`config.mk`:
```
export PLATFORM = sky130hd
export DESIGN_NAME = supervisor_watchdog_selftest
export DESIGN_NICKNAME = d
export VERILOG_FILES = /design/src/pkg/supervisor_pkg.sv /design/src/verilog/spi_word_port.sv /design/src/verilog/supervisor_watchdog_selftest.sv
export SDC_FILE = /design/constraint.sdc
export NUM_CORES = 1
export LEC_CHECK = 0
export ABC_AREA = 0
export BUFFER_PORTS_ARGS = -buffer_cell sky130_fd_sc_hd__clkbuf_2
export CAP_MARGIN = 40
export CORE_MARGIN = 10
export CORE_UTILIZATION = 51
export DETAILED_ROUTE_END_ITERATION = 8
export HOLD_SLACK_MARGIN = 0.03
export PLACE_DENSITY = 0.68
export SLEW_MARGIN = 40
export SYNTH_ARGS = -nofsm -noshare
export SYNTH_HDL_FRONTEND = slang
export SYNTH_SLANG_ARGS = --single-unit
```
`constraint.sdc`:
```
create_clock -name clk_sys -period 4.4 [get_ports clk_sys]
set_input_delay 0.88 -clock clk_sys [delete_from_list [all_inputs] [get_ports clk_sys]]
set_output_delay 0.88 -clock clk_sys [all_outputs]
set_load 0.01 [all_outputs]
```
`src/pkg/supervisor_pkg.sv`:
```
package supervisor_pkg;

    // Serial frame layout: {command, address, data}
    localparam int          SPI_WORD_BITS   = 16;
    localparam int          SPI_CNT_BITS    = 5;
    localparam int          CMD_MSB         = 15;
    localparam int          CMD_LSB         = 12;
    localparam int          ADDR_MSB        = 11;
    localparam int          ADDR_LSB        = 8;
    localparam int          DATA_MSB        = 7;
    localparam int          ECHO_MSB        = 11;
    localparam logic [3:0]  CMD_CHECK       = 4'h0;
    localparam logic [3:0]  CMD_WRITE       = 4'h1;
    localparam logic [3:0]  CMD_READ        = 4'h2;
    localparam logic [3:0]  CHECK_ECHO_HEAD = 4'h7;

    // Register addresses
    localparam logic [3:0]  ADDR_CTRL1      = 4'h1;
    localparam logic [3:0]  ADDR_WD_CFG     = 4'h2;
    localparam logic [3:0]  ADDR_WD_CTRL    = 4'h3;
    localparam logic [3:0]  ADDR_STATUS     = 4'h4;

    // Control register 1 fields
    localparam int          CTRL1_POWER_HOLD_BIT = 0;
    localparam int          CTRL1_SELF_TEST_BIT  = 6;
    localparam int          CTRL1_SOFT_RESET_BIT = 7;
    localparam logic [7:0]  CTRL1_RESET          = 8'h00;

    // Watchdog configuration and control fields
    localparam int          WD_ENABLE_BIT     = 7;
    localparam int          WD_MULT_1S_BIT    = 6;
    localparam int          WD_MULT_100MS_BIT = 5;
    localparam int          WD_MULT_10MS_BIT  = 4;
    localparam int          WD_DIGIT_MSB      = 3;
    localparam int          WD_TEMP_MSB       = 6;
    localparam logic [7:0]  WD_CFG_RESET      = 8'hca;
    localparam logic [7:0]  WD_CTRL_RESET     = 8'h00;
    localparam logic [3:0]  WD_DIGIT_MIN      = 4'h1;
    localparam logic [3:0]  WD_DIGIT_MAX      = 4'ha;

    // Interval in milliseconds
    localparam int          WD_MS_BITS   = 14;
    localparam logic [13:0] MULT_1S_MS   = 14'h03e8;
    localparam logic [13:0] MULT_100MS_MS = 14'h0064;
    localparam logic [13:0] MULT_10MS_MS = 14'h000a;
    localparam logic [13:0] MULT_1MS_MS  = 14'h0001;

    // Status register fields
    localparam int          ST_VCC_UV_BIT   = 0;
    localparam int          ST_BAT_OV_BIT   = 1;
    localparam int          ST_WD_TO_BIT    = 2;
    localparam int          ST_SPI_ERR_BIT  = 3;
    localparam int          ST_ANY_BIT      = 7;
    localparam logic [6:0]  ST_EXIST_MASK   = 7'h0f;
    localparam logic [6:0]  STATUS_RESET    = 7'h00;

    // Time base: one millisecond tick
    localparam int          CLK_PERIOD_PS   = 4000;
    localparam int          TICK_PERIOD_NS  = 1000000;
    localparam int          TICK_CYCLES     = TICK_PERIOD_NS * 1000 / CLK_PERIOD_PS;
    localparam int          RESET_PULSE_MS  = 10;

    // Operating states
    typedef enum logic [2:0] {
        PS_SLEEP    = 3'b001,
        PS_NORMAL   = 3'b010,
        PS_SHUTDOWN = 3'b100
    } power_state_e;

endpackage

```
`src/verilog/spi_word_port.sv`:
```
`timescale 1ns/1ps
// 16-bit serial slave sampled on clk_sys, mode 0
module spi_word_port #(
    parameter int WORD_BITS = supervisor_pkg::SPI_WORD_BITS
) (
    // Clock and reset
    input  wire logic                  clk_sys,
    input  wire logic                  rst,
    // Serial pins
    input  wire logic                  spi_cs_n,
    input  wire logic                  spi_sclk,
    input  wire logic                  spi_mosi,
    output logic                       spi_miso,
    // Word side
    input  wire logic [WORD_BITS-1:0]  tx_word,
    output logic [WORD_BITS-1:0]       rx_word,
    output logic                       frame_ok,
    output logic                       frame_bad
);

    logic                                       sclk_q;
    logic                                       cs_n_q;
    logic [WORD_BITS-1:0]                       rx_q;
    logic [WORD_BITS-1:0]                       tx_q;
    logic [supervisor_pkg::SPI_CNT_BITS-1:0]    cnt_q;
    logic                                       ok_q;
    logic                                       bad_q;
    logic                                       miso_q;

    // Edge decode
    wire rise_w     = spi_sclk & ~sclk_q & ~spi_cs_n;
    wire fall_w     = ~spi_sclk & sclk_q & ~spi_cs_n;
    wire start_w    = ~spi_cs_n & cs_n_q;
    wire end_w      = spi_cs_n & ~cs_n_q;
    wire full_w     = (cnt_q == supervisor_pkg::SPI_CNT_BITS'(WORD_BITS));

    // Pin history
    always_ff @(posedge clk_sys or posedge rst) begin
        if (rst) begin
            sclk_q <= 1'b0;
            cs_n_q <= 1'b1;
        end else begin
            sclk_q <= spi_sclk;
            cs_n_q <= spi_cs_n;
        end
    end

    // Receive shifter and bit count
    always_ff @(posedge clk_sys or posedge rst) begin
        if (rst) begin
            rx_q  <= '0;
            cnt_q <= '0;
        end else if (start_w) begin
            cnt_q <= '0;
        end else if (rise_w) begin
            rx_q  <= {rx_q[WORD_BITS-2:0], spi_mosi};
            cnt_q <= (cnt_q == '1) ? cnt_q : cnt_q + 1'b1; // Saturate so long frames stay bad
        end
    end

    // Transmit shifter, MSB first
    always_ff @(posedge clk_sys or posedge rst) begin
        if (rst) begin
            tx_q   <= '0;
            miso_q <= 1'b0;
        end else if (start_w) begin
            tx_q   <= {tx_word[WORD_BITS-2:0], 1'b0};
            miso_q <= tx_word[WORD_BITS-1];
        end else if (fall_w) begin
            tx_q   <= {tx_q[WORD_BITS-2:0], 1'b0};
            miso_q <= tx_q[WORD_BITS-1];
        end
    end

    // Frame end: exactly WORD_BITS clocks accepted
    always_ff @(posedge clk_sys or posedge rst) begin
        if (rst) begin
            ok_q  <= 1'b0;
            bad_q <= 1'b0;
        end else begin
            ok_q  <= end_w & full_w;
            bad_q <= end_w & ~full_w;
        end
    end

    assign spi_miso  = miso_q;
    assign rx_word   = rx_q;
    assign frame_ok  = ok_q;
    assign frame_bad = bad_q;

endmodule

```
`src/verilog/supervisor_watchdog_selftest.sv`:
```
`timescale 1ns/1ps
// How it works
// - key low, hold low: sleep, everything off
// - key rising in sleep: wake, power-on reset
// - supply present and key high: normal
// - power-on reset: outputs off, defaults loaded
// - self-test flag is control 1 bit 6
// - self-test: status written freely by host
// - otherwise hardware sets, host only clears
// - self-test cleared: status back to default
// - watchdog reset clears self-test flag
// - refresh reloads interval, restarts count
// - missed refresh pulses host reset low
// - host reset restores watchdog enable, 10 s
// - digit 0 means 1, above 10 means 10
// - multiplier bits, largest set one wins
// - configuration bit 7 enables watchdog
// - control bit 7 write means refresh
// - nonzero control bits give temporary interval
// - every timer load clears control register
// - timeout, undervoltage, overvoltage drive reset low
// - reset held fixed time after cause ends
// - soft reset reinitialises registers, no pin pulse
module supervisor_watchdog_selftest #(
    parameter int TICK_CYCLES    = supervisor_pkg::TICK_CYCLES,
    parameter int RESET_PULSE_MS = supervisor_pkg::RESET_PULSE_MS
) (
    // Clock and reset
    input  wire logic   clk_sys,
    input  wire logic   rst,
    // Power and supervision inputs
    input  wire logic   key_switch_input,
    input  wire logic   supply_present,
    input  wire logic   vcc_undervoltage,
    input  wire logic   battery_supply_overvoltage,
    // Serial host port
    input  wire logic   spi_cs_n,
    input  wire logic   spi_sclk,
    input  wire logic   spi_mosi,
    output logic        spi_miso,
    // Open-drain host reset
    input  wire logic   host_reset_in,
    output logic        host_reset_out_n,
    output logic        host_reset_oe_n,
    // Block controls
    output logic        outputs_enable,
    output logic        current_sinks_enable,
    output logic        supplies_enable,
    output logic        open_load_detect_en,
    output logic        self_test_active
);

    localparam int TICK_BITS  = $clog2(TICK_CYCLES + 1);
    localparam int PULSE_BITS = $clog2(RESET_PULSE_MS + 1);
    localparam int MS_BITS    = supervisor_pkg::WD_MS_BITS;

    // Interval decode: decimal digit times multiplier in ms
    function automatic logic [MS_BITS-1:0] interval_ms(input logic [7:0] code);
        logic [3:0]         digit;
        logic [MS_BITS-1:0] mult;
        logic [2*MS_BITS-1:0] prod;
        digit = code[supervisor_pkg::WD_DIGIT_MSB:0];
        mult  = supervisor_pkg::MULT_1MS_MS;
        prod  = '0;
        if (digit < supervisor_pkg::WD_DIGIT_MIN) begin
            digit = supervisor_pkg::WD_DIGIT_MIN;
        end else if (digit > supervisor_pkg::WD_DIGIT_MAX) begin
            digit = supervisor_pkg::WD_DIGIT_MAX;
        end
        if (code[supervisor_pkg::WD_MULT_1S_BIT]) begin
            mult = supervisor_pkg::MULT_1S_MS;
        end else if (code[supervisor_pkg::WD_MULT_100MS_BIT]) begin
            mult = supervisor_pkg::MULT_100MS_MS;
        end else if (code[supervisor_pkg::WD_MULT_10MS_BIT]) begin
            mult = supervisor_pkg::MULT_10MS_MS;
        end
        prod = {{MS_BITS{1'b0}}, mult} * {{(2*MS_BITS-4){1'b0}}, digit};
        return prod[MS_BITS-1:0];
    endfunction

    // Serial port
    logic [15:0] rx_word;
    logic        frame_ok;
    logic        frame_bad;
    logic [15:0] resp_q;
    logic [15:0] resp_d;

    spi_word_port #(
        .WORD_BITS (supervisor_pkg::SPI_WORD_BITS)
    ) u_spi (
        .clk_sys   (clk_sys),
        .rst       (rst),
        .spi_cs_n  (spi_cs_n),
        .spi_sclk  (spi_sclk),
        .spi_mosi  (spi_mosi),
        .spi_miso  (spi_miso),
        .tx_word   (resp_q),
        .rx_word   (rx_word),
        .frame_ok  (frame_ok),
        .frame_bad (frame_bad)
    );

    // State and registers
    supervisor_pkg::power_state_e state_q;
    supervisor_pkg::power_state_e state_d;
    logic                   por_q;
    logic                   soft_rst_q;
    logic [7:0]             ctrl1_q;
    logic [7:0]             wd_cfg_q;
    logic [7:0]             wd_ctrl_q;
    logic [6:0]             status_q;
    logic [6:0]             status_d;
    logic                   self_test_prev_q;
    logic [TICK_BITS-1:0]   tick_cnt_q;
    logic                   tick_q;
    logic [MS_BITS-1:0]     wd_cnt_q;
    logic                   wd_run_prev_q;
    logic                   wd_timeout_q;
    logic                   hreset_q;
    logic [PULSE_BITS-1:0]  pulse_cnt_q;
    logic                   outputs_enable_q;
    logic                   sinks_enable_q;
    logic                   supplies_enable_q;
    logic                   open_load_en_q;

    // Frame decode
    wire [3:0] cmd_w       = rx_word[supervisor_pkg::CMD_MSB:supervisor_pkg::CMD_LSB];
    wire [3:0] addr_w      = rx_word[supervisor_pkg::ADDR_MSB:supervisor_pkg::ADDR_LSB];
    wire [7:0] wdata_w     = rx_word[supervisor_pkg::DATA_MSB:0];
    wire       is_write_w  = frame_ok & (cmd_w == supervisor_pkg::CMD_WRITE);
    wire       is_read_w   = frame_ok & (cmd_w == supervisor_pkg::CMD_READ);
    wire       is_check_w  = frame_ok & (cmd_w == supervisor_pkg::CMD_CHECK);
    wire       addr_ok_w   = (addr_w == supervisor_pkg::ADDR_CTRL1) | (addr_w == supervisor_pkg::ADDR_WD_CFG)
                           | (addr_w == supervisor_pkg::ADDR_WD_CTRL) | (addr_w == supervisor_pkg::ADDR_STATUS);
    wire       wr_ctrl1_w  = is_write_w & (addr_w == supervisor_pkg::ADDR_CTRL1);
    wire       wr_cfg_w    = is_write_w & (addr_w == supervisor_pkg::ADDR_WD_CFG);
    wire       wr_ctrl_w   = is_write_w & (addr_w == supervisor_pkg::ADDR_WD_CTRL);
    wire       wr_stat_w   = is_write_w & (addr_w == supervisor_pkg::ADDR_STATUS);
    wire       spi_err_w   = frame_bad | (frame_ok & ~is_check_w & ~((is_write_w | is_read_w) & addr_ok_w));

    // Reset sources
    wire self_test_w   = ctrl1_q[supervisor_pkg::CTRL1_SELF_TEST_BIT];
    wire regs_init_w   = por_q | soft_rst_q;
    wire st_exit_w     = self_test_prev_q & ~self_test_w;
    wire hreset_cause_w = wd_timeout_q | vcc_undervoltage | battery_supply_overvoltage | por_q;
    wire in_sleep_w    = (state_q == supervisor_pkg::PS_SLEEP);
    wire in_normal_w   = (state_q == supervisor_pkg::PS_NORMAL);

    // Watchdog load and interval selection
    wire wd_run_w      = wd_cfg_q[supervisor_pkg::WD_ENABLE_BIT] & ~hreset_q & ~in_sleep_w;
    wire refresh_w     = wr_ctrl_w & wdata_w[supervisor_pkg::WD_ENABLE_BIT];
    wire wd_load_w     = wd_run_w & (refresh_w | ~wd_run_prev_q);
    wire wr_temp_w     = wr_ctrl_w & (wdata_w[supervisor_pkg::WD_TEMP_MSB:0] != '0);
    wire ctrl_temp_w   = (wd_ctrl_q[supervisor_pkg::WD_TEMP_MSB:0] != '0);
    wire [7:0] load_code_w = wr_temp_w   ? wdata_w :
                             ctrl_temp_w ? wd_ctrl_q : wd_cfg_q;
    wire [MS_BITS-1:0] load_ms_w = interval_ms(load_code_w);
    wire wd_expire_w   = wd_run_w & ~wd_load_w & tick_q & (wd_cnt_q == MS_BITS'(1));

    // Power state transitions
    always_comb begin
        state_d = state_q;
        case (state_q)
            supervisor_pkg::PS_SLEEP: begin
                if (key_switch_input & supply_present) begin
                    state_d = supervisor_pkg::PS_NORMAL;
                end
            end
            supervisor_pkg::PS_NORMAL: begin
                if (~key_switch_input & ~ctrl1_q[supervisor_pkg::CTRL1_POWER_HOLD_BIT]) begin
                    state_d = supervisor_pkg::PS_SLEEP;
                end else if (~key_switch_input) begin
                    state_d = supervisor_pkg::PS_SHUTDOWN;
                end
            end
            supervisor_pkg::PS_SHUTDOWN: begin
                if (key_switch_input & supply_present) begin
                    state_d = supervisor_pkg::PS_NORMAL;
                end else if (~ctrl1_q[supervisor_pkg::CTRL1_POWER_HOLD_BIT]) begin
                    state_d = supervisor_pkg::PS_SLEEP;
                end
            end
            default: begin
                state_d = supervisor_pkg::PS_SLEEP;
            end
        endcase
    end

    // State register and wake-up reset pulse
    always_ff @(posedge clk_sys or posedge rst) begin
        if (rst) begin
            state_q <= supervisor_pkg::PS_SLEEP;
            por_q   <= 1'b0;
        end else begin
            state_q <= state_d;
            por_q   <= in_sleep_w & (state_d == supervisor_pkg::PS_NORMAL);
        end
    end

    // Control register 1; soft reset bit self-clears through the reinit
    always_ff @(posedge clk_sys or posedge rst) begin
        if (rst) begin
            ctrl1_q    <= supervisor_pkg::CTRL1_RESET;
            soft_rst_q <= 1'b0;
        end else begin
            soft_rst_q <= wr_ctrl1_w & wdata_w[supervisor_pkg::CTRL1_SOFT_RESET_BIT];
            if (regs_init_w) begin
                ctrl1_q <= supervisor_pkg::CTRL1_RESET;
            end else if (wr_ctrl1_w) begin
                ctrl1_q <= wdata_w;
            end
            if (hreset_q) begin
                ctrl1_q[supervisor_pkg::CTRL1_SELF_TEST_BIT] <= 1'b0;
            end
        end
    end

    // Watchdog configuration, defaults after any host reset
    always_ff @(posedge clk_sys or posedge rst) begin
        if (rst) begin
            wd_cfg_q <= supervisor_pkg::WD_CFG_RESET;
        end else if (regs_init_w | hreset_q) begin
            wd_cfg_q <= supervisor_pkg::WD_CFG_RESET;
        end else if (wr_cfg_w) begin
            wd_cfg_q <= wdata_w;
        end
    end

    // Watchdog control: temporary interval, cleared on every load
    always_ff @(posedge clk_sys or posedge rst) begin
        if (rst) begin
            wd_ctrl_q <= supervisor_pkg::WD_CTRL_RESET;
        end else if (regs_init_w | wd_load_w) begin
            wd_ctrl_q <= supervisor_pkg::WD_CTRL_RESET;
        end else if (wr_ctrl_w) begin
            wd_ctrl_q <= wdata_w;
        end
    end

    // Status next value: self-test owns it, else set-only from hardware
    always_comb begin
        status_d = status_q;
        if (regs_init_w | st_exit_w) begin
            status_d = supervisor_pkg::STATUS_RESET;
        end else if (self_test_w) begin
            if (wr_stat_w) begin
                status_d = wdata_w[6:0] & supervisor_pkg::ST_EXIST_MASK;
            end
        end else begin
            if (wr_stat_w) begin
                status_d = status_q & wdata_w[6:0];
            end
            status_d[supervisor_pkg::ST_VCC_UV_BIT]  = status_d[supervisor_pkg::ST_VCC_UV_BIT] | vcc_undervoltage;
            status_d[supervisor_pkg::ST_BAT_OV_BIT]  = status_d[supervisor_pkg::ST_BAT_OV_BIT]
                                                     | battery_supply_overvoltage;
            status_d[supervisor_pkg::ST_WD_TO_BIT]   = status_d[supervisor_pkg::ST_WD_TO_BIT] | wd_timeout_q;
            status_d[supervisor_pkg::ST_SPI_ERR_BIT] = status_d[supervisor_pkg::ST_SPI_ERR_BIT] | spi_err_w;
        end
    end

    // Status register and self-test edge tracking
    always_ff @(posedge clk_sys or posedge rst) begin
        if (rst) begin
            status_q         <= supervisor_pkg::STATUS_RESET;
            self_test_prev_q <= 1'b0;
        end else begin
            status_q         <= status_d;
            self_test_prev_q <= self_test_w;
        end
    end

    // Millisecond time base, realigned on each load
    always_ff @(posedge clk_sys or posedge rst) begin
        if (rst) begin
            tick_cnt_q <= '0;
            tick_q     <= 1'b0;
        end else if (wd_load_w | (tick_cnt_q == TICK_BITS'(TICK_CYCLES - 1))) begin
            tick_cnt_q <= '0;
            tick_q     <= ~wd_load_w;
        end else begin
            tick_cnt_q <= tick_cnt_q + 1'b1;
            tick_q     <= 1'b0;
        end
    end

    // Watchdog down-counter in milliseconds
    always_ff @(posedge clk_sys or posedge rst) begin
        if (rst) begin
            wd_cnt_q      <= '0;
            wd_run_prev_q <= 1'b0;
            wd_timeout_q  <= 1'b0;
        end else begin
            wd_run_prev_q <= wd_run_w;
            wd_timeout_q  <= wd_expire_w;
            if (wd_load_w) begin
                wd_cnt_q <= load_ms_w;
            end else if (~wd_run_w) begin
                wd_cnt_q <= '0;
            end else if (tick_q & (wd_cnt_q != '0)) begin
                wd_cnt_q <= wd_cnt_q - 1'b1;
            end
        end
    end

    // Host reset: low while any cause, then for a fixed pulse time
    always_ff @(posedge clk_sys or posedge rst) begin
        if (rst) begin
            hreset_q    <= 1'b1;
            pulse_cnt_q <= '0;
        end else if (hreset_cause_w) begin
            hreset_q    <= 1'b1;
            pulse_cnt_q <= '0;
        end else if (hreset_q & tick_q) begin
            if (pulse_cnt_q == PULSE_BITS'(RESET_PULSE_MS - 1)) begin
                hreset_q <= 1'b0;
            end else begin
                pulse_cnt_q <= pulse_cnt_q + 1'b1;
            end
        end
    end

    // Response for the next frame
    always_comb begin
        resp_d = resp_q;
        if (is_check_w) begin
            resp_d = {supervisor_pkg::CHECK_ECHO_HEAD, rx_word[supervisor_pkg::ECHO_MSB:0]};
        end else if (spi_err_w) begin
            resp_d = '0;
        end else if (frame_ok) begin
            case (addr_w)
                supervisor_pkg::ADDR_CTRL1:   resp_d = {cmd_w, addr_w, ctrl1_q};
                supervisor_pkg::ADDR_WD_CFG:  resp_d = {cmd_w, addr_w, wd_cfg_q};
                supervisor_pkg::ADDR_WD_CTRL: resp_d = {cmd_w, addr_w, wd_ctrl_q};
                supervisor_pkg::ADDR_STATUS:  resp_d = {cmd_w, addr_w, (|status_q), status_q};
                default:                      resp_d = '0;
            endcase
        end
    end

    // Response register and block outputs
    always_ff @(posedge clk_sys or posedge rst) begin
        if (rst) begin
            resp_q            <= '0;
            outputs_enable_q  <= 1'b0;
            sinks_enable_q    <= 1'b0;
            supplies_enable_q <= 1'b0;
            open_load_en_q    <= 1'b0;
        end else begin
            resp_q            <= resp_d;
            outputs_enable_q  <= in_normal_w & ~hreset_q & host_reset_in & ~regs_init_w;
            sinks_enable_q    <= ~in_sleep_w;
            supplies_enable_q <= ~in_sleep_w;
            open_load_en_q    <= ~in_sleep_w;
        end
    end

    // Open-drain: output data is always low, enable active low
    assign host_reset_out_n     = 1'b0;
    assign host_reset_oe_n      = ~hreset_q;
    assign outputs_enable       = outputs_enable_q;
    assign current_sinks_enable = sinks_enable_q;
    assign supplies_enable      = supplies_enable_q;
    assign open_load_detect_en  = open_load_en_q;
    assign self_test_active     = self_test_prev_q;

endmodule

```
== Yosys cells after proc, flatten, opt, wreduce, memory -nomap -nowiden ==
Cells that the tools add are included.
Cells by class
  add/subtract/negate cells: 4
  multiply operators: 1
  order comparisons: 2
  eq/ne operators: 19
  mux-type cells: 48
  bitwise operators: 71
  reduce and logical (&&, ||, !) cells: 19
Operator list (number)
  $mux W16: 5
  $pmux W16 S4: 1
  $mux W7: 9
  $mux W8: 6
  $mux W14: 3
  $and A1 B1 Y1: 36
  $mux W4: 6
  $add A18 B1 Y18 const B: 1
  $eq A18 B18 Y1 const B: 1
  $mux W18: 1
  $or A1 B1 Y1: 18
  $not A1 Y1: 16
  $reduce_bool A2 Y1: 8
  $mux W3: 5
  $mux W5: 3
  $eq A14 B1 Y1 const B: 1
  $mul A14 B4 Y14: 1
  $reduce_bool A14 Y1: 1
  $reduce_bool A7 Y1: 2
  $sub A14 B1 Y14 const B: 1
  $eq A4 B2 Y1 const B: 3
  $eq A5 B5 Y1 const B: 2
  $mux W10: 1
  $pmux W3 S3: 1
  other kinds (19): 32
Word-level totals
  register bits after elaboration: 137
  bits of input ports: 10
  output and inout bits: 8
  word-level logic and storage cells: 192

== Longest topological paths before layout ==
Gate-level depths: netlist of the first run.
  word-level depth: 11
  mapped depth: 18
  mapped depth without buffers: 17

== Cells and area by module ==
Synthesis of the first run repeated with hierarchy kept, for this count alone.
Unflattened totals
  cells, all modules: 890
  area total of the unflattened synthesis: 8206.6 um^2
By module, submodules not included
  supervisor_watchdog_selftest: instances 1, cells each 728, area each 6403.6 um^2, seq. area each 2384.8 um^2
  spi_word_port: instances 1, cells each 162, area each 1803.0 um^2, seq. area each 1027.2 um^2

== Worst setup path before layout of the first run ==
Ideal clock, no wire load.
  path type: reg-to-reg
  start point: register u_spi.rx_q[13], in the netlist u_spi.rx_word[13]
  end point: register wd_cnt_q[7]
  setup time: 121 ps
  arrival: 4404 ps
  data required time: 4279 ps
  setup slack: -125 ps
  cell stages (with the launch flop): 18
  path buffers: 1
  period minus slack after synthesis: 4525 ps
  path through: dfrtp_1 > clkbuf_1 > nor4b_4 > and4_1 > nand2_1 > a21boi_1 > a2bb2oi_1 > or2_1 > fa_1 > inv_1 > fa_1 > ha_1 > a21o_1 > and4_1 > or3_1 > and3_1 > o21a_1 > o22a_1
Between the ends
  longest elaborated chain between the ends: 10
  elaborated cells on any way between the ends: 18
  classes of those cells: mul: 1; order compare: 2; eq/ne: 2; mux: 7; bitwise: 6
RTL lines
  start: declaration: line spi_word_port.sv:23  | logic [WORD_BITS-1:0] rx_q;
  start signal: assignment: line spi_word_port.sv:56  | rx_q <= {rx_q[WORD_BITS-2:0], spi_mosi};
  $eq A4 B1 Y1 (*): line supervisor_watchdog_selftest.sv:130  | wire is_write_w = frame_ok & (cmd_w == supervisor_pkg::CMD_WRITE);
  $and A1 B1 Y1 (*): line supervisor_watchdog_selftest.sv:130
  $and A1 B1 Y1 (*): line supervisor_watchdog_selftest.sv:137  | wire wr_ctrl_w = is_write_w & (addr_w == supervisor_pkg::ADDR_WD_CTRL);
  $and A1 B1 Y1: line supervisor_watchdog_selftest.sv:153  | wire wr_temp_w = wr_ctrl_w & (wdata_w[supervisor_pkg::WD_TEMP_MSB:0] != '0);
  $mux W7: line supervisor_watchdog_selftest.sv:155  | wire [7:0] load_code_w = wr_temp_w ? wdata_w :
  $gt A4 B4 Y1 or $mux W4 (tied branches): line supervisor_watchdog_selftest.sv:67, supervisor_watchdog_selftest.sv:74
  $mux W4 or $mux W7 (tied branches): line supervisor_watchdog_selftest.sv:67, supervisor_watchdog_selftest.sv:72
  $mux W4 or $mux W10 (tied branches): line supervisor_watchdog_selftest.sv:65, supervisor_watchdog_selftest.sv:70
  $mul A14 B4 Y14: line supervisor_watchdog_selftest.sv:77  | prod = {{MS_BITS{1'b0}}, mult} * {{(2*MS_BITS-4){1'b0}}, digit};
  $mux W14: line supervisor_watchdog_selftest.sv:295  | if (wd_load_w) begin
  end signal: assignment: line supervisor_watchdog_selftest.sv:296  | wd_cnt_q <= load_ms_w;
  end signal: assignment: line supervisor_watchdog_selftest.sv:300  | wd_cnt_q <= wd_cnt_q - 1'b1;
  end: declaration: line supervisor_watchdog_selftest.sv:116  | logic [MS_BITS-1:0] wd_cnt_q;
Every way passes the cells marked *; elsewhere a longest branch is shown, timed or not.
A chain may end at the register's enable or synchronous reset.

== Final worst setup path of the first run ==
  start point: register u_spi.rx_q[15], in the netlist u_spi.rx_word[15]
  end point: register wd_cnt_q[7]
The elaborated chain is that of the path after synthesis.

==> summary.txt, run 1 <==
Global routing
  – Largest net degree at the start of global routing: 137
  – Initial antenna violation count: 1
  – Overall routing resource usage: a little under a fifth
  – Gr ovfl total: 0
  – First-pass GRT wire length: about 32000 um
  – Vias in the first global route: approximately 6200

STA
  – Slew margin rel.: 46.5%
  – RSZ-0062 raised after global routing: yes
  – Fmax: approximately 0.23 GHz
  – Final setup violation count: 0
  – Worst clock skew: about 13 ps
  – Period utilization: 98.6%
  – Crit path time final: between 4000 and 5000 ps
  – Final Slew Violations: 0
  – Slew @ Worst Pin: 799 ps
  – Final setup margin: between 60 and 70 ps
  – Hold Vio Cnt, Final: 0

Placement
  – Placed cells: 1115
  – Place WS: -43.7 ps
  – Post-DP HPWL: 13300 um
  – Port Buf Inserts: 16
  – Routability cong.: just over 0.9
  – Placed Instance Area: 8660 um2

Yosys
  – Synth Flop Type: dfrtp_1
  – Top cells by area, synth: dfrtp_1 (40%), nor2_1 (5.7%), mux2i_1 (4.6%)
  – Multiplexer share of the synthesized area: about 6.3%
  – Synth Register Bits: approximately 140
  – Synth Area in Compound Gates: 15.7%
  – Post-Syn Instances: roughly 880
  – Simple-gate portion of the synthesized area: between 10% and 20%
  – Post-Synthesis Cell Area: just over 8000 um2
  – Syn nets: approximately 930
  – Yosys top cell by area: dfrtp_1
  – Post-synthesis sequential area ratio: a little over two fifths
  – Main combinational cell family by area after synthesis: simple AND/OR/NAND/NOR gates
  – Yosys warning count: 0
  – Mean area per synthesized cell: 9.20 um2
  – Distinct cells, synth: 74
  – Share of synthesized flip-flops with an asynchronous set or reset: 100%
  – Post-Synth Adder-Cell Area: 7.73%
  – XOR/XNOR Fraction of Synth Area: under 10%
  – Post-synth EDFFs: 0
  – Post-synth top area share: 40.1%

Power and ir drop
  – Comb pwr share: about a fifth
  – Peak supply drop: between 300 and 400 uV
  – Pleak: 0.00434 uW
  – Clock Power Share: between 30% and 40%
  – Pwr dens: roughly 390 nW/um2
  – Switching Power: between 1000 and 1500 uW
  – Switch share: between 20% and 30%
  – Power, Total: between 3000 and 4000 uW
  – Flop pwr share: approximately two fifths
  – P_int: between 2000 and 3000 uW

Worst hold path
  – Hold Crit Depth: 2
  – Hold Path End: u_spi.tx_q[1]
  – Worst min path class: flip-flop to flip-flop
  – Hold path start: resp_q[0]

Worst setup path
  – CP required: 4720 ps
  – CP Capture Type: flip-flop
  – Crit-path max cell delay: between 600 and 700 ps
  – Crit path max-delay family: simple AND/OR/NAND/NOR gates
  – CP startpoint kind: flip-flop
  – Reg2reg end: wd_cnt_q[7]
  – Worst reg2reg path startpoint: u_spi.rx_word[15]
  – Worst EP arrival: 4650 ps
  – Setup CP Type: flip-flop to flip-flop
  – R2R depth: 17
  – Critical path cell sequence: nor4b_4 > buf_4 > nand3_2 > o211ai_1 > o21ai_1 > o21a_1 > or2_1 > fa_1 > inv_2 > fa_2 > ha_4 > a21o_1 > and4_4 > or3_1 > and3_4 > o21a_1 > o22a_1
  – Most common cell on crit path: o21a_1
  – Crit path buf inv count: 2
  – Slowest stage cell, crit path: fa_2
  – Crit-path max FO: 4
  – Levels on crit path: 17
  – Register-to-register setup slack: ~63 ps

Detailed routing
  – DRT iter0 DRCs: 602
  – DR vias/cell: approximately 5.6
  – Drt total wl: approximately 19000 um
  – WL/cell: 16.6 um
  – Via count: 6487
  – Final ANT Viol Nets: 0
  – DR DRC count: 0
  – Drt first pass iters: 5

Run status
  – Status: finished, final reports clean

Finish
  – Diode count: 0
  – Post-layout util: 61.7%
  – Final cell count without fillers: between 1000 and 1500
  – Finished Cell Area: ~9500 um2
  – Share of layout cells above drive strength 1: 18.2%
  – Layout area overhead: 17.7%
  – Most frequent cells in the layout: dfrtp_1 (129), nor2_1 (121), nand2_1 (74)
  – Most common cell after layout, fill and taps aside: dfrtp_1
  – Final #Nets: 979

Run
  – Max-cap violation count: 0

Floorplanning
  – Starting Density: 52.4%
  – Die span in x: 146 um
  – Full die area: between 20000 and 25000 um2
  – Placement Rows: 45
  – Io pins: 18
  – Die height: roughly 150 um
  – Core ar.: roughly 15000 um2

Clock tree
  – H-tree levels: 4
  – Sinks on the clock net: 136
  – CTS tree: built
  – Num CTS Buffers: 17
  – Worst skew pair latency: around 430 ps
  – Max clock buf depth: 2
  – Clock root cell: clkbuf_16
  – Clk pin slew, worst setup/hold paths: approximately 60 ps
==> worst register-to-register path: stages (launching register included) <==
cell and delay (ps):
dfrtp_1 400, nor4b_4 380, buf_4 190, nand3_2 80, o211ai_1 170, o21ai_1 90, o21a_1 120, or2_1 220
fa_1 530, inv_2 50, fa_2 620, ha_4 210, a21o_1 160, and4_4 200, or3_1 310, and3_4 180
o21a_1 160, o22a_1 160
==> kinds of logic (layout without fill, tap and decap cells) <==
| kind of cell | Yosys count | count (layout) |
|---|---|---|
| AOI/OAI and AO/OA | 195 | 195 |
| xor gates and xnor gates | 32 | 32 |
| adders and majority gates | 42 | 42 |
| buffers and inverters | 90 | 154 |
| DFF | 136 | 136 |
| muxes | 49 | 49 |
| other | 1 | 1 |
| and+or+nand+nor | 331 | 331 |
==> power groups by stage <==
| stage | logic, uW | registers [uW] | clock network (uW) |
|---|---|---|---|
| after global routing | 775 | 1530 | 1560 |
| after detailed placement | 673 | 1520 | 0 |
| after CTS | 679 | 1500 | 1510 |
| after global placement | 664 | 1510 | 0 |
| after floorplan | 460 | 1480 | 0 |
| final | 712 | 1520 | 1480 |
==> cell type report <==
type	count	area, um2
Clock buffer	22	474
Clock inverter	10	141
Fill cell	1285	5880
Inverter	49	188
Multi-Input combinational cell	650	4480
Sequential cell	136	3410
Tap cell	211	264
Timing Repair Buffer	73	524
==> layer usage <==
metal / global-route usage, % / routed length, um / up-vias
met5: 0 / 0 / -
met4: 5.51 / 289 / 0
met3: 4.25 / 992 / 30
met2: 27.4 / 8710 / 178
met1: 24.9 / 9100 / 3099
li1: - / - / 3180
==> stage by stage <==
step | hold slack [ps] | setup TNS [ps]
CTS | 477 | 0
finish | 472 | 0
global placement | 454 | -0.785
floorplan | 352 | -100
detailed placement | 459 | -73.0
global route | 497 | -416
==> sequential cells by signal, summed over array words and instances (netlist names), 3 cells and up <==
signal	cells
wd_cnt_q	14
wd_cfg_q	8
state_q	3
pulse_cnt_q	4
ctrl1_q	8
u_spi.cnt_q	5
wd_ctrl_q	8
tick_cnt_q	18
u_spi.rx_word	16
u_spi.tx_q	15
status_q	7
resp_q	16
==> how the worst max path moves through the flow <==
stage,end,start,slack [ps]
2_1_floorplan,wd_cnt_q[7],u_spi.rx_word[13],-100
3_3_place_gp,wd_cnt_q[7],u_spi.rx_word[13],-0.8
3_5_place_dp,wd_cnt_q[7],u_spi.rx_word[13],-40
4_1_cts,wd_cnt_q[7],u_spi.rx_word[14],10
5_1_grt,wd_cnt_q[7],u_spi.rx_word[15],-140
6_report,wd_cnt_q[7],u_spi.rx_word[15],60
==> cells in the mapped netlist, types with 5 or more instances <==
library cell	number
dfrtp_1	129
nor2_1	123
nand2_1	77
inv_1	49
a21oi_1	48
o21ai_0	38
mux2i_1	37
clkbuf_1	32
ha_1	29
nand3_1	22
xor2_1	19
nor3_1	15
a21o_1	13
a31oi_1	13
fa_1	13
xnor2_1	13
mux2_2	12
o21ai_1	12
a22oi_1	11
and3_1	10
nor2b_1	9
a221oi_1	8
or2_1	8
or3_1	8
and2_1	7
dfstp_2	7
nand4_1	7
nor3b_1	7
o21a_1	7
nand2b_1	6
o211ai_1	6
and4_1	5
nor4_1	5
o22ai_1	5
==> timing repair <==
| item | CTS | global route |
|---|---|---|
| pin swaps | 1 | 13 |
| gates resized for setup | 3 | 37 |
| hold buffers | 0 | 0 |
| endpoints found under the setup margin | 4 | 8 |
| buffers inserted | 1 | 3 |
Power figures use the tool's default switching activity.
==> inputs of run 2 (changes only) <==
- PLACE_DENSITY: 0.68 -> 0.65
- clock period: 4.4 -> 4 ns (I/O delays scaled with it)
==> summary.txt, run 2 (same netlist as run 1, synthesis figures left out) <==
Worst setup path
  – Setup CP Type: flip-flop to flip-flop
  – CP Capture Type: flip-flop
  – Register-to-register setup slack: -330 ps
  – Reg2reg end: wd_cnt_q[7]
  – Worst reg2reg path startpoint: u_spi.rx_word[15]
  – R2R depth: 16
  – Worst EP arrival: 4640 ps
  – CP startpoint kind: flip-flop
  – CP required: ~4300 ps
  – Crit-path max FO: 4

STA
  – Hold Vio Cnt, Final: 0
  – Worst clock skew: 8.30 ps
  – RSZ-0062 raised after global routing: yes
  – Final Slew Violations: 0
  – Hold slack: roughly 310 ps
  – Slew @ Worst Pin: 741 ps
  – Final setup margin: -332 ps
  – Slew margin rel.: roughly half
  – Crit path time final: 4330 ps
  – Final setup violation count: 10
  – Fmax: around 0.23 GHz
  – Period utilization: 108%

Run
  – Max-cap violation count: 0

Finish
  – Max reg flops: 18
  – Fillers: 1268
  – Diode count: 0
  – Post-layout util: between 60% and 70%
  – Most common cell after layout, fill and taps aside: dfrtp_1
  – Final cell count without fillers: between 1000 and 1500
  – Share of layout cells above drive strength 1: between 20% and 30%
  – Finished Cell Area: roughly 10000 um2
  – Final #Nets: between 1000 and 1500
  – Most frequent cells in the layout: dfrtp_1 (129), nor2_1 (120), buf_4 (98)
  – Layout area overhead: 24.5%
  – Reg with most FFs: tick_cnt_q

Power and ir drop
  – Flop pwr share: between 40% and 50%
  – Peak supply drop: roughly 360 uV
  – Pwr dens: slightly above 400 nW/um2
  – Pleak: roughly 0.0046 uW
  – Switching Power: around 1200 uW
  – Comb pwr share: around a fifth
  – Switch share: around 30%
  – P_int: 2880 uW
  – Clock Power Share: 40.1%

Detailed routing
  – Final ANT Viol Nets: 0
  – DR vias/cell: between 5 and 6
  – Drt total wl: between 20000 and 25000 um
  – DR DRC count: 0
  – Drt first pass iters: 5
  – WL/cell: between 15 and 20 um
  – DRT iter0 DRCs: about 450
  – Via count: about 7000

Clock tree
  – Clk pin slew, worst setup/hold paths: 60 ps
  – Num CTS Buffers: 17
  – CTS tree: built
  – Sinks on the clock net: approximately 140
  – Clock root cell: clkbuf_16
  – Max clock buf depth: 2
  – H-tree levels: 4
  – Worst skew pair latency: roughly 430 ps

Placement
  – Routability cong.: around 0.94
  – Placed cells: between 1000 and 1500
  – Post-DP HPWL: between 10000 and 15000 um
  – Placed Instance Area: 9070 um2
  – Port Buf Inserts: 16

Floorplanning
  – Starting Density: between 50% and 60%
  – Placement Rows: 45
  – Full die area: approximately 21000 um2
  – Core ar.: 15400 um2
  – Io pins: 18
  – Die height: 146 um
  – Die span in x: ~150 um

Run status
  – Failing checks: negative setup slack
  – Status: finished with violations

Global routing
  – Initial antenna violation count: 0
  – Overall routing resource usage: 19.8%
  – Largest net degree at the start of global routing: 60
  – First-pass GRT wire length: 35000 um
  – Gr ovfl total: 0
  – Vias in the first global route: slightly above 7000

Worst hold path
  – Worst min path class: input port to async pin
## run 2: cell count changes in the layout (fill, tap and decap cells not counted), moves of 2 or more
cell | previous run | this run
buf_4 | 55 | 98
buf_6 | 1 | 5
ha_4 | 1 | 4
a21boi_1 | 2 | 0
a21boi_2 | 0 | 2
buf_16 | 0 | 2
clkbuf_1 | 2 | 0
ha_1 | 27 | 25
inv_6 | 2 | 4
nand2_4 | 0 | 2
nor3_2 | 1 | 3
## run 2: layout make-up
class,instances,area [um2],share of cell area [%]
multi-input cells,650,4600,45.9
clock inverters,13,166,1.66
well taps,211,264,2.63
inverters,49,188,1.87
flip-flops and latches,136,3410,34.0
repair buffers,122,947,9.44
clock buffers,19,453,4.52
## run 2: worst max-delay path by stage
stage	cells past startpoint	end	slack [ps]	start
finish	16	wd_cnt_q[7]	-330	u_spi.rx_word[15]
global route	17	wd_cnt_q[8]	-540	u_spi.rx_word[15]
CTS	17	wd_cnt_q[6]	-300	u_spi.rx_word[15]
detailed placement	17	wd_cnt_q[7]	-360	u_spi.rx_word[10]
global placement	16	wd_cnt_q[7]	-240	u_spi.rx_word[13]
floorplan	17	wd_cnt_q[7]	-370	u_spi.rx_word[13]
## run 2: per-stage QoR
step	power [uW]	setup TNS, ps	worst slack, ps
2_1_floorplan	2150	-1670	-366
3_5_place_dp	2430	-2250	-357
5_1_grt	4290	-4310	-535
4_1_cts	4110	-2050	-301
3_3_place_gp	2390	-1350	-237
6_report	4110	-2360	-332
## run 2: worst max-delay path, stage by stage (launching register included)
cell       delay [ps]
dfrtp_1           400
nor4b_4           410
and4_4            340
nand2_4            60
a21boi_2          150
a2bb2oi_2         140
or2_1             230
fa_1              500
inv_2              50
fa_1              550
ha_1              240
a21o_1            180
and4_4            170
or3_1             300
and3_4            180
o21a_1            160
o22a_1            160
## run 2: per-layer routing
layer | routed length [um] | track usage, %
met5 | 0 | 0
met2 | 10700 | 34.8
met4 | 480 | 8.19
met1 | 8520 | 23.1
met3 | 1010 | 3.76
## run 2: power by group through the flow
stage	Sequential, uW	Clock, uW	Combinational [uW]
after global routing	1670	1740	884
after detailed placement	1660	0	770
after floorplan	1630	0	515
after global placement	1650	0	740
final	1650	1650	810
after CTS	1650	1670	791
## run 2: repair_timing
item,in CTS,in global routing
setup buffers,6,3
hold buffers,0,0
pin swaps,22,10
endpoints found under the setup margin,10,11
resized for setup,38,10
==> inputs of run 3 (changes only) <==
- GPL_TIMING_DRIVEN: not set -> 0
==> summary.txt, run 3 (same netlist as run 1, synthesis figures left out) <==
Run status
  – Status: finished with violations
  – Failing checks: negative setup slack

Global routing
  – Initial antenna violation count: 0
  – First-pass GRT wire length: approximately 35000 um
  – Vias in the first global route: ~6900
  – Overall routing resource usage: 19.6%
  – Largest net degree at the start of global routing: 28
  – Gr ovfl total: 0

Worst setup path
  – Slowest stage cell, crit path: fa_2
  – Levels on crit path: 18
  – Crit path max-delay family: simple AND/OR/NAND/NOR gates
  – Reg2reg end: wd_cnt_q[7]
  – Crit-path max FO: 5
  – Critical path cell sequence: nor4b_4 > buf_4 > and4_4 > nand2_4 > a21boi_4 > a2bb2oi_4 > or2_1 > fa_1 > inv_2 > fa_2 > buf_4 > ha_4 > a21o_1 > and4_4 > or3_1 > and3_4 > o21a_1 > o22a_1
  – Crit path buf inv count: 3
  – Crit-path max cell delay: ~550 ps
  – Setup CP Type: flip-flop to flip-flop
  – Worst reg2reg path startpoint: u_spi.rx_word[13]
  – Worst Setup EP: wd_cnt_q[7]
  – R2R depth: 18
  – Crit path from: u_spi.rx_word[13]
  – CP startpoint kind: flip-flop
  – CP Capture Type: flip-flop
  – Worst EP arrival: approximately 4800 ps
  – Register-to-register setup slack: -490 ps
  – CP required: approximately 4300 ps

Detailed routing
  – DR vias/cell: approximately 5.8
  – Drt total wl: 20600 um
  – Drt first pass iters: 5
  – Via count: between 6000 and 7000
  – DRT iter0 DRCs: ~500
  – WL/cell: between 15 and 20 um
  – Final ANT Viol Nets: 0
  – DR DRC count: 0

Finish
  – Most common cell after layout, fill and taps aside: dfrtp_1
  – Most frequent cells in the layout: dfrtp_1 (124), nor2_1 (120), nand2_1 (74)
  – Max reg flops: 18
  – Share of layout cells above drive strength 1: between 10% and 20%
  – Layout area overhead: 21.3%
  – Final cell count without fillers: approximately 1200
  – Diode count: 0
  – Reg with most FFs: tick_cnt_q
  – Post-layout util: between 60% and 70%
  – Final #Nets: slightly below 1000

Power and ir drop
  – Peak supply drop: ~300 uV
  – Pleak: between 0.004 and 0.005 uW
  – Pwr dens: roughly 420 nW/um2

Clock tree
  – H-tree levels: 4
  – Hold Buf Count CTS: 0
  – Sinks on the clock net: between 100 and 150
  – Num CTS Buffers: 17
  – Worst skew pair latency: around 420 ps
  – Clk pin slew, worst setup/hold paths: 60 ps
  – Clock root cell: clkbuf_16
  – CTS tree: built
  – Max clock buf depth: 2

Floorplanning
  – Die height: about 150 um
  – Core ar.: 15400 um2
  – Placement Rows: between 40 and 50
  – Starting Density: approximately 52%
  – Full die area: 21200 um2
  – Die span in x: between 100 and 150 um
  – Io pins: 18

STA
  – Slew @ Worst Pin: 903 ps
  – Fmax: around 0.22 GHz
  – Worst clock skew: about 6 ps
  – Hold Vio Cnt, Final: 0
  – Final setup margin: -495 ps
  – Slew margin rel.: around two fifths
  – Period utilization: 112%
  – Crit path time final: approximately 4500 ps
  – Hold slack: approximately 370 ps
  – Final Slew Violations: 0
  – RSZ-0062 raised after global routing: yes
  – Final setup violation count: 10

Run
  – Max-cap violation count: 0

Placement
  – Post-DP HPWL: 15000 um
  – Port Buf Inserts: 16
  – Placed cells: ~1100
  – Routability cong.: 0.955

Worst hold path
  – Worst min path class: input port to async pin
## run 3: layout make-up
type,count,area [um2]
fillers,1258,5590
multi-input cells,650,4650
flip-flops and latches,136,3420
repair buffers,52,490
clock buffers,20,457
well taps,211,264
inverters,49,188
plain buffers,36,164
clock inverters,11,149
## run 3: worst min path at each step
stage          startpoint                   to  cells after the start
6_report              rst  open_load_detect_en                      2
4_1_cts               rst      u_spi.frame_bad                      2
2_1_floorplan  ctrl1_q[6]     self_test_active                      0
3_5_place_dp   ctrl1_q[6]     self_test_active                      0
3_3_place_gp   ctrl1_q[6]     self_test_active                      0
5_1_grt               rst  open_load_detect_en                      2
## run 3: through the flow
| stage | worst slack (ps) | TNS [ps] | area [um2] | power (uW) |
|---|---|---|---|---|
| finish | -495 | -3520 | 9780 | 4060 |
| global route | -643 | -5020 | 9780 | 4240 |
| CTS | -458 | -3260 | 9530 | 4040 |
| detailed placement | -1010 | -8750 | 8620 | 2380 |
| global placement | -919 | -7880 | 8460 | 2340 |
| floorplan | -366 | -1670 | 8120 | 2150 |
## run 3: what timing repair did
action                     CTS  global route
pin swaps                   19            26
gates resized for setup     41            31
setup endpoints to repair   11            11
setup buffers               18            12
## run 3: power breakdown
part	switching, uW	internal (uW)
Clock	590	1010
Sequential	183	1530
Combinational	436	313
## run 3: routing by layer
metal	GRT usage [%]	up-vias	share of wire, %
li1	-	3214	-
met1	24.9	3315	43
met2	32.6	169	50
met3	4.00	41	4.5
met4	6.47	0	2.3
met5	0	-	0
